**src/rtl/crsv_pkg.sv**
```systemverilog
// package: register indices, port addresses, field positions and state layout
package crsv_pkg;
  localparam logic [15:0] IO_IDX_MONO  = 16'h03B4;  // index port, mono decode
  localparam logic [15:0] IO_IDX_COLOR = 16'h03D4;  // index port, colour decode
  localparam logic [15:0] IO_DAT_MONO  = 16'h03B5;  // data port, mono decode
  localparam logic [15:0] IO_DAT_COLOR = 16'h03D5;  // data port, colour decode
  localparam logic [15:0] IO_STAT0     = 16'h03C2;  // input status zero, read only
  localparam logic [7:0] IX_PROT_LAST = 8'h07;  // last protected timing index
  localparam logic [7:0] IX_OVF       = 8'h07;  // timing_overflow_bits
  localparam logic [7:0] IX_SA_HI     = 8'h0C;  // start_address_high_byte
  localparam logic [7:0] IX_SA_LO     = 8'h0D;  // start_address_low_byte
  localparam logic [7:0] IX_CUR_HI    = 8'h0E;  // text_cursor_location_high
  localparam logic [7:0] IX_CUR_LO    = 8'h0F;  // text_cursor_location_low
  localparam logic [7:0] IX_VS_LO     = 8'h10;  // vertical_sync_start_low
  localparam logic [7:0] IX_VS_END    = 8'h11;  // vertical_sync_end_and_irq_ctl
  localparam logic [7:0] IX_EXT_VS    = 8'h32;  // extended_vertical_sync_start
  localparam logic [7:0] IX_EXT_SA    = 8'h40;  // extended_start_address
  localparam int SA_TRIG_BIT = 7;  // update trigger in low byte
  localparam int OVF_VS8_BIT = 2;  // sync start bit 8
  localparam int OVF_VS9_BIT = 7;  // sync start bit 9
  localparam int OVF_FREE_BIT = 4; // always writable overflow bit
  localparam int VE_PROT_BIT = 7;  // write protect
  localparam int VE_RSV_BIT  = 6;  // reserved, reads zero
  localparam int VE_IDIS_BIT = 5;  // 1 = interrupt disabled
  localparam int VE_ICLR_BIT = 4;  // 0 = hold interrupt cleared
  localparam int ST0_IRQ_BIT = 7;  // pending flag in status zero
  localparam logic [7:0]  RST_REG  = 8'h00;      // registers after reset
  localparam logic [19:0] RST_ADDR = 20'h0_0000; // start address after reset
  localparam logic [11:0] RST_LINE = 12'h000;    // line tracker after reset

  // io request from the host side
  typedef struct packed {
    logic [15:0] addr;  // io address
    logic        wr;    // write strobe
    logic        rd;    // read strobe
    logic [7:0]  wdata; // write data
  } crsv_io_t;

  // complete state of the block
  typedef struct packed {
    logic [7:0]  idx;      // index latch
    logic [7:0]  sa_lo;    // start address bits 7-0
    logic [7:0]  sa_hi;    // start address bits 15-8
    logic [7:0]  ext_sa;   // start address bits 19-16 in 3-0
    logic [7:0]  cur_hi;   // cursor bits 15-8
    logic [7:0]  cur_lo;   // cursor bits 7-0
    logic [7:0]  vs_lo;    // sync start bits 7-0
    logic [7:0]  vs_end;   // sync end and irq control
    logic [7:0]  ovf;      // overflow bits
    logic [7:0]  ext_vs;   // sync start bits 11-8 in 3-0
    logic        upd_pend; // start address update armed
    logic        irq;      // retrace interrupt pending
    logic        vsync;    // vertical sync output
    logic [11:0] line_prv; // last seen scan line
    logic [19:0] disp_sa;  // displayed start address
    logic [15:0] cursor;   // cursor offset output
    logic [7:0]  rdata;    // read data output
    logic        tw_stb;   // write to outer timing register
    logic [7:0]  tw_idx;   // its index
    logic [7:0]  tw_data;  // its data
  } crsv_state_t;
endpackage

```
**src/rtl/crsv_top.sv**
```systemverilog
// crt start address, cursor location, vertical sync and retrace flag registers
//
// How it works
// - standard mode start is high:low bytes
// - extended start adds four extended bits
// - extended start double buffered, changes at vsync
// - trigger bit arms load at next vsync
// - trigger bit self clears after load
// - cursor offset is high:low bytes
// - cursor ignored outside text modes
// - standard sync start uses overflow bits 7,2
// - extended sync start uses four extended bits
// - sync begins on line equal to start
// - sync end is four-bit value
// - protect bit blocks writes to indices 0-7
// - overflow bit four always writable
// - sync end bit six ignores writes
// - bit five zero enables retrace interrupt
// - no pin; status zero bit seven polled
// - bit four zero clears, must return to one
// - index then data port access
`timescale 1ns/1ns
module crsv_top
  import crsv_pkg::*;
(
  input  wire logic        clk_i,       // 50 MHz clock
  input  wire logic        rst_b_i,     // async reset, active low
  input  wire logic [15:0] io_addr_i,   // io address, same clock
  input  wire logic        io_wr_i,     // io write strobe
  input  wire logic        io_rd_i,     // io read strobe
  input  wire logic [7:0]  io_wdata_i,  // io write data
  input  wire logic        ext_mode_i,  // io_control_mode_select bit 0
  input  wire logic        text_mode_i, // 1 in text modes
  input  wire logic [11:0] line_i,      // scan line counter, 0 = first active
  output logic      [7:0]  io_rdata_o,  // read data, one cycle after io_rd_i
  output logic      [19:0] start_o,     // displayed start address
  output logic      [15:0] cursor_o,    // cursor offset, zero in graphics
  output logic             vsync_o,     // vertical sync, active high
  output logic             tw_stb_o,    // write pulse to outer timing reg
  output logic      [7:0]  tw_idx_o,    // its index
  output logic      [7:0]  tw_data_o    // its data
);

  crsv_state_t q;      // registered state
  crsv_state_t d;      // next state
  crsv_io_t    io;     // bundled request
  logic        dat_wr; // data port write
  logic        dat_rd; // data port read
  logic        idx_wr; // index port write
  logic [11:0] vs_start;  // selected sync start
  logic        new_line;  // scan line advanced
  logic        vs_begin;  // sync starts this cycle
  logic        vs_stop;   // sync ends this cycle
  logic        prot;      // writes to indices 0-7 blocked

  // port match, both decodes accepted
  function automatic logic port_is(input logic [15:0] a, input logic [15:0] m, input logic [15:0] c);
    port_is = (a == m) || (a == c);
  endfunction

  assign io = '{addr: io_addr_i, wr: io_wr_i, rd: io_rd_i, wdata: io_wdata_i};

  // host decode
  always_comb begin
    idx_wr = io.wr && port_is(io.addr, IO_IDX_MONO, IO_IDX_COLOR);
    dat_wr = io.wr && port_is(io.addr, IO_DAT_MONO, IO_DAT_COLOR);
    dat_rd = io.rd && port_is(io.addr, IO_DAT_MONO, IO_DAT_COLOR);
    prot   = q.vs_end[VE_PROT_BIT];
  end

  // sync timing from the shared line counter
  always_comb begin
    if (ext_mode_i) begin
      vs_start = {q.ext_vs[3:0], q.vs_lo};
    end else begin
      vs_start = {2'b00, q.ovf[OVF_VS9_BIT], q.ovf[OVF_VS8_BIT], q.vs_lo};
    end
    // edges come from a change of line so a held line fires once
    new_line = (line_i != q.line_prv);
    vs_begin = new_line && (line_i == vs_start);
    vs_stop  = q.vsync && new_line && !vs_begin
               && (line_i[3:0] == q.vs_end[3:0]);
  end

  // next state
  always_comb begin
    d = q;
    d.tw_stb   = 1'b0;
    d.line_prv = line_i;
    if (idx_wr) begin
      d.idx = io.wdata;
    end
    // register writes through the data port
    if (dat_wr) begin
      if (q.idx <= IX_PROT_LAST) begin
        if (q.idx == IX_OVF) begin
          // the free bit goes through even when protected
          d.ovf[OVF_FREE_BIT] = io.wdata[OVF_FREE_BIT];
          if (!prot) begin
            d.ovf = io.wdata;
          end
        end
        d.tw_stb  = !prot;
        d.tw_idx  = q.idx;
        d.tw_data = io.wdata;
      end
      unique case (q.idx)
        IX_SA_HI:  d.sa_hi  = io.wdata;
        IX_SA_LO: begin
          d.sa_lo = io.wdata;
          if (ext_mode_i && io.wdata[SA_TRIG_BIT]) begin
            d.upd_pend = 1'b1;
          end
        end
        IX_CUR_HI: d.cur_hi = io.wdata;
        IX_CUR_LO: d.cur_lo = io.wdata;
        IX_VS_LO:  d.vs_lo  = io.wdata;
        IX_VS_END: begin
          d.vs_end = io.wdata;
          d.vs_end[VE_RSV_BIT] = 1'b0;
        end
        IX_EXT_VS: d.ext_vs = {4'h0, io.wdata[3:0]};
        IX_EXT_SA: d.ext_sa = {4'h0, io.wdata[3:0]};
        default: begin
        end
      endcase
    end
    // displayed start address
    if (!ext_mode_i) begin
      d.disp_sa  = {4'h0, q.sa_hi, q.sa_lo};
      d.upd_pend = 1'b0;
    end else if (vs_begin && q.upd_pend) begin
      // only at vsync, so a half written address never shows
      d.disp_sa  = {q.ext_sa[3:0], q.sa_hi, q.sa_lo};
      // the load consumes the trigger; only a trigger written in this very
      // cycle stays armed, so a plain low byte write cannot re-arm it
      d.upd_pend = dat_wr && (q.idx == IX_SA_LO) && io.wdata[SA_TRIG_BIT];
    end
    // sync pulse
    if (vs_begin) begin
      d.vsync = 1'b1;
    end else if (vs_stop) begin
      d.vsync = 1'b0;
    end
    // retrace flag; the clear bit is a level that holds it off
    if (!q.vs_end[VE_ICLR_BIT]) begin
      d.irq = 1'b0;
    end else if (vs_begin && !q.vs_end[VE_IDIS_BIT]) begin
      d.irq = 1'b1;
    end
    // cursor is meaningless in graphics, so it is forced off there
    d.cursor = text_mode_i ? {q.cur_hi, q.cur_lo} : 16'h0000;
    // read data
    if (io.rd && (io.addr == IO_STAT0)) begin
      d.rdata = 8'h00;
      d.rdata[ST0_IRQ_BIT] = q.irq;
    end else if (dat_rd) begin
      unique case (q.idx)
        IX_OVF:    d.rdata = q.ovf;
        IX_SA_HI:  d.rdata = q.sa_hi;
        IX_SA_LO: begin
          d.rdata = q.sa_lo;
          if (ext_mode_i) begin
            d.rdata[SA_TRIG_BIT] = q.upd_pend;
          end
        end
        IX_CUR_HI: d.rdata = q.cur_hi;
        IX_CUR_LO: d.rdata = q.cur_lo;
        IX_VS_LO:  d.rdata = q.vs_lo;
        IX_VS_END: d.rdata = q.vs_end;
        IX_EXT_VS: d.rdata = q.ext_vs;
        IX_EXT_SA: d.rdata = q.ext_sa;
        default:   d.rdata = 8'h00;
      endcase
    end else if (io.rd && (io.addr == IO_IDX_MONO || io.addr == IO_IDX_COLOR)) begin
      d.rdata = q.idx;
    end
  end

  // state register
  always_ff @(posedge clk_i or negedge rst_b_i) begin
    if (!rst_b_i) begin
      q <= '{idx: RST_REG, sa_lo: RST_REG, sa_hi: RST_REG, ext_sa: RST_REG,
             cur_hi: RST_REG, cur_lo: RST_REG, vs_lo: RST_REG, vs_end: RST_REG,
             ovf: RST_REG, ext_vs: RST_REG, upd_pend: 1'b0, irq: 1'b0,
             vsync: 1'b0, line_prv: RST_LINE, disp_sa: RST_ADDR,
             cursor: 16'h0000, rdata: RST_REG, tw_stb: 1'b0,
             tw_idx: RST_REG, tw_data: RST_REG};
    end else begin
      q <= d;
    end
  end

  assign io_rdata_o = q.rdata;
  assign start_o    = q.disp_sa;
  assign cursor_o   = q.cursor;
  assign vsync_o    = q.vsync;
  assign tw_stb_o   = q.tw_stb;
  assign tw_idx_o   = q.tw_idx;
  assign tw_data_o  = q.tw_data;
endmodule

```
**config.mk**
```make
export PLATFORM = sky130hd
export DESIGN_NAME = crsv_top
export DESIGN_NICKNAME = d
export VERILOG_FILES = /design/src/rtl/crsv_pkg.sv /design/src/rtl/crsv_top.sv
export SDC_FILE = /design/constraint.sdc
export NUM_CORES = 1
export LEC_CHECK = 0
export BUFFER_PORTS_ARGS = -buffer_cell sky130_fd_sc_hd__buf_2
export CORE_MARGIN = 2
export CORE_UTILIZATION = 60
export CTS_CLUSTER_SIZE = 20
export DETAILED_ROUTE_END_ITERATION = 10
export GPL_TIMING_DRIVEN = 0
export MAX_ROUTING_LAYER = met4
export PLACE_DENSITY = 0.79
export SLEW_MARGIN = 30
export SYNTH_ARGS = -nofsm -noshare
export SYNTH_HDL_FRONTEND = slang
export SYNTH_SLANG_ARGS = --single-unit
```
**constraint.sdc**
```tcl
create_clock -name clk_i -period 5.9 [get_ports clk_i]
set_input_delay 1.18 -clock clk_i [delete_from_list [all_inputs] [get_ports clk_i]]
set_output_delay 1.18 -clock clk_i [all_outputs]
set_load 0.1 [all_outputs]
```
Yosys cells after proc, flatten, opt, wreduce, memory -nomap -nowiden --
Cells that the tools add are included.
Storage, ports and cells: flip-flop bits (word level) 147, input bits 42, output and inout bits 62, word-level logic and storage cells 99
Operators by class: $lt $le $gt $ge 1, equality and inequality tests 22, muxes and demuxes 21, bitwise logic cells 1, reduce and logical (&&, ||, !) cells 33
Operators with widths (number):
- $eq 16x10->1 const B | 5
- $pmux 8 s9 | 1
- $mux 20 | 2
- $mux 17 | 2
- $eq 8x4->1 const B | 4
- $mux 8 | 4
- $reduce_and 2->1 | 9
- $eq 8x5->1 const B | 2
- $mux 16 | 1
- $logic_and 1x1->1 | 14
- $eq 12x12->1 | 1
- $mux 12 | 1
- $ne 12x12->1 | 1
- $mux 1 | 10
- $ne 3x1->1 const B | 3
- $eq 8x3->1 const B | 1
- $eq 8x6->1 const B | 1
- $eq 8x7->1 const B | 1
- $le 8x3->1 const B | 1
- $reduce_and 3->1 | 2
- $eq 4x4->1 | 1
- $ne 2x1->1 const B | 2
- $reduce_and 4->1 | 1
- $logic_not 1->1 | 3
- other kinds (4) | 5

Logic depth before layout (Yosys ltp) --
word-level depth 8, mapped depth 7, depth with buffers taken out 5

Worst setup path before layout --
OpenSTA, ideal clock, no wires.
path type input to register, start input io_addr_i[11], end register q, in the netlist tw_data_o[5], library setup time 125 ps, arrival time 3232 ps, path slack 2543 ps, stages 6, path buffers 1, cells stage by stage or4_4 nor4_4 nand4_4 nor3_4 buf_2 mux2_2
On the way: longest elaborated chain between the ends 4, elaborated cells on any way between the ends 5, those cells by class 2 x eq/ne; 3 x reduce/logical
Ends and longest elaborated chain:
- start, declared | RTL line crsv_top.sv:28 | input wire logic [15:0] io_addr_i,
- $eq 16x10->1 | RTL line crsv_top.sv:58 | port_is = (a == m) || (a == c);
- $logic_or 1x1->1 * | RTL line crsv_top.sv:58
- $logic_and 1x1->1 * | RTL line crsv_top.sv:66 | dat_wr = io.wr && port_is(io.addr, IO_DAT_MONO, IO_DAT_COLOR);
- $reduce_and 2->1 (no line) *
- end signal, assigned | RTL line crsv_top.sv:183 | q <= '{idx: RST_REG, sa_lo: RST_REG, sa_hi: RST_REG, ext_sa: RST_REG,
- end, declared | RTL line crsv_top.sv:44 | crsv_state_t q;
Mark *: on every way between the ends. The rest lies on a longest branch, timed or not. A chain may end at the register's enable or synchronous reset.

Final worst setup path --
start input ext_mode_i, end register q, in the netlist start_o[6]
On the way: longest elaborated chain between the ends 5, elaborated cells on any way between the ends 6, those cells by class 2 x eq/ne; 2 x mux; 2 x reduce/logical
Ends and longest elaborated chain:
- start, declared | RTL line crsv_top.sv:32 | input wire logic ext_mode_i,
- $mux 12 | RTL line crsv_top.sv:73 | if (ext_mode_i) begin
- $eq 12x12->1 | RTL line crsv_top.sv:80 | vs_begin = new_line && (line_i == vs_start);
- $logic_and 1x1->1 | RTL line crsv_top.sv:80
- $logic_and 1x1->1 | RTL line crsv_top.sv:132 | end else if (vs_begin && q.upd_pend) begin
- $ne 2x1->1 (no line)
Several ways; a longest one is shown, not always the timed one.

==> metrics <==
status finished, final reports clean; CP Buf/Inv Count 2; top cells by area, synth dfrtp_1 52%, mux2_2 14%, buf_4 6.5%; Worst Hold Path EP vsync_o; DP HPWL roughly 13 mm; CTS tree done; crit path DAT slightly below 4 ns; reg2reg setup slack about 3 ns; row count 39; ys flop type dfrtp_1; Core Area ~0.011 sq mm; WS Path Type in -> reg; R2R cell count 5; post-cts sizing count 0; Crit path largest cell delay 0.82 ns; gp weighted congestion a little under 0.9; Mapped Area about 0.007 sq mm; Final Max Tran Viols 0; Final Critical Period 3.58 ns; Iter 0 DRT Violations around 360; clock sinks around 150; Port-buffer cells between 100 and 150; Worst EP required between 6 and 7 ns; Via density around 5.8; # nets final roughly 720; pin count of the biggest net entering global routing 76; FMAX approximately 280 MHz; RSZ-0062 raised after global routing no; final setup violation count 0; Yosys warnings 0; antenna-violating nets left 0; number of synthesized flops with an enable pin 0; Mapped Nets roughly 600; WHS Path Cells 2; hold crit path type reg -> reg; Post-CTS Setup Inserts 0; share of cells above drive strength 1 0.444; Critical Path Start Type input pin; post-synth top area share 0.524; Total Power between 2 and 2.5 mW; detailed-route via count between 4000 and 5000; Reg2Reg Capture Point q[126]; Peak VDD IR approximately 0.24 mV; critical path's top delay family compound AO/OA/AOI/OAI gates; initial antenna violation count 0; IO Pins roughly 100; setup TNS 0 ns; fraction of registers with async set/reset 1.00; WL final approximately 18 mm; Power Density 255 mW/mm^2; Skew-Pair Late Insertion Delay ~0.43 ns; crit-path cells clkbuf_1 > mux2i_1 > xor2_1 > nand3_1 > o41ai_4 > buf_2 > mux2_2; DR WL/cell approximately 21 microns; fin crit share 0.606; CP max stage cell o41ai_4; Starting Density 0.615; die span in x around 110 microns; origin of the critical flop-to-flop path q[149]; Remaining Overflow, GRT 0; cts bufs inserted 17; hold wc startpoint vsync_o; H-tree depth 4; Clock transition at path regs 0.06 ns; Slew @ Worst Pin 0.987 ns; max_cap viols 0; register bit total from synthesis roughly 150; commonest cells after routing, fill and taps aside 147 x dfrtp_1, 102 x buf_2, 90 x mux2_2; Syn Area/Cell between 10 and 15 sq um; CTS Buffer Depth 2; DR WL met3 ~1.0 mm; Hold Vio Cnt, Final 0; Setup crit end kind register; Initial DRT Pass Iterations 4; Seq/Total Area, Yosys 0.524; global-route wire length before repair around 28 mm; All-Layer GR Usage 0.300; Area growth syn-to-layout 18.6%; DR WL met2 roughly 8.5 mm; Die H roughly 110 microns; highest routed metal layer met4; Slew Limit Headroom 0.333; die footprint roughly 0.013 sq mm; cell count after synthesis 559; number of global-route vias before repair 5022; Setup Skew ~0.0072 ns; Yosys cell types 53; most common cell after layout, fill and taps aside dfrtp_1; Static Leakage roughly 4.2 nW; fill count 786; ant diodes 0; post-synth top area cell dfrtp_1; Metal-1 WL ~7.5 mm; CP max FO 10; DRC viols 0; CTS Hold Bufs 0; CTS root buf clkbuf_16
[per-stage QoR]
| stage | setup slack [ns] | cell area [sq um] | hold WS (ns) | std cells | util |
|---|---|---|---|---|---|
| final | 2.32 | 8330 | 0.509 | 836 | 0.729 |
| after global routing | 2.13 | 8330 | 0.517 | 836 | 0.729 |
| after CTS | 2.29 | 8310 | 0.509 | 836 | 0.728 |
| after detailed placement | 1.85 | 7760 | 0.493 | 804 | 0.679 |
| after global placement | 1.66 | 7700 | 0.479 | 803 | 0.675 |
| after floorplan | 2.54 | 7020 | 0.463 | 559 | - |
[Yosys cell counts, drive strengths merged, types with 2 or more instances]
cell type,instances
mux2i,19
nor3,11
and4,2
nand3,16
nor2,7
nand4b,3
nor2b,5
a21oi,8
o31ai,2
clkbuf,23
nand2,24
and2,18
xor2,10
or4,2
dfrtp,147
nor4,9
o22ai,3
o21ai,8
mux4,3
buf,63
a32o,5
inv,5
nand4,10
nand3b,5
mux2,98
a211oi,3
nor3b,4
and3,4
o221ai,9
or3,3
xnor2,18
[report_power, final]
part           switching (mW)  internal, mW  leakage [nW]
clock network           0.432         0.590         0.266
registers             0.00218          1.01          2.02
logic                  0.0575        0.0272          1.92
total                   0.492          1.63          4.20
[worst max-delay path by stage]
| stage | startpoint | end | slack, ns | cells past startpoint |
|---|---|---|---|---|
| after floorplan | io_addr_i[11] | tw_data_o[5] | 2.54 | 6 |
| after global placement | rst_b_i | start_o[14] | 1.66 | 1 |
| after detailed placement | ext_mode_i | start_o[6] | 1.85 | 7 |
| after CTS | ext_mode_i | start_o[6] | 2.29 | 7 |
| after global routing | ext_mode_i | start_o[15] | 2.13 | 7 |
| final | ext_mode_i | start_o[6] | 2.32 | 7 |
[metal layers]
metal  GRT usage  up-vias
met5           -        -
met4      0.0976        0
met3      0.0810       38
met2       0.461      150
met1       0.394     2459
li1            -     2182
[cell type report]
| class | count | area [sq um] | share of cell area |
|---|---|---|---|
| flip-flops and latches | 147 | 3680 | 0.442 |
| multi-input cells | 320 | 2790 | 0.336 |
| plain buffers | 86 | 554 | 0.0666 |
| repair buffers | 102 | 543 | 0.0652 |
| clock buffers | 20 | 447 | 0.0537 |
| well taps | 143 | 179 | 0.0215 |
| clock inverters | 12 | 108 | 0.0129 |
| inverters | 6 | 22.5 | 0.00271 |
[worst reg2reg max path: cells and delay by family (launching register included)]
kind	cells	cell delay, ns
flops	1	0.36
simple gates	3	1.65
buf+inv	1	0.30
mux	1	0.41
[flip-flops by register name, indices dropped and copies added (netlist names)]
| register | count |
|---|---|
| q | 84 |
| io_rdata_o | 8 |
| cursor_o | 16 |
| tw_idx_o | 8 |
| tw_data_o | 8 |
| vsync_o | 1 |
| start_o | 20 |
| prot | 1 |
| tw_stb_o | 1 |
[logic make-up (layout without fill, tap and decap cells)]
family,after synthesis,in the layout,share of synthesized area
xor gates and xnor gates,28,28,0.0349
buffers and inverters,92,226,0.0822
and+or+nand+nor,125,125,0.111
DFF,147,147,0.524
AOI/OAI and AO/OA,47,47,0.0496
muxes,120,120,0.198
Power figures use the tool's default switching activity.
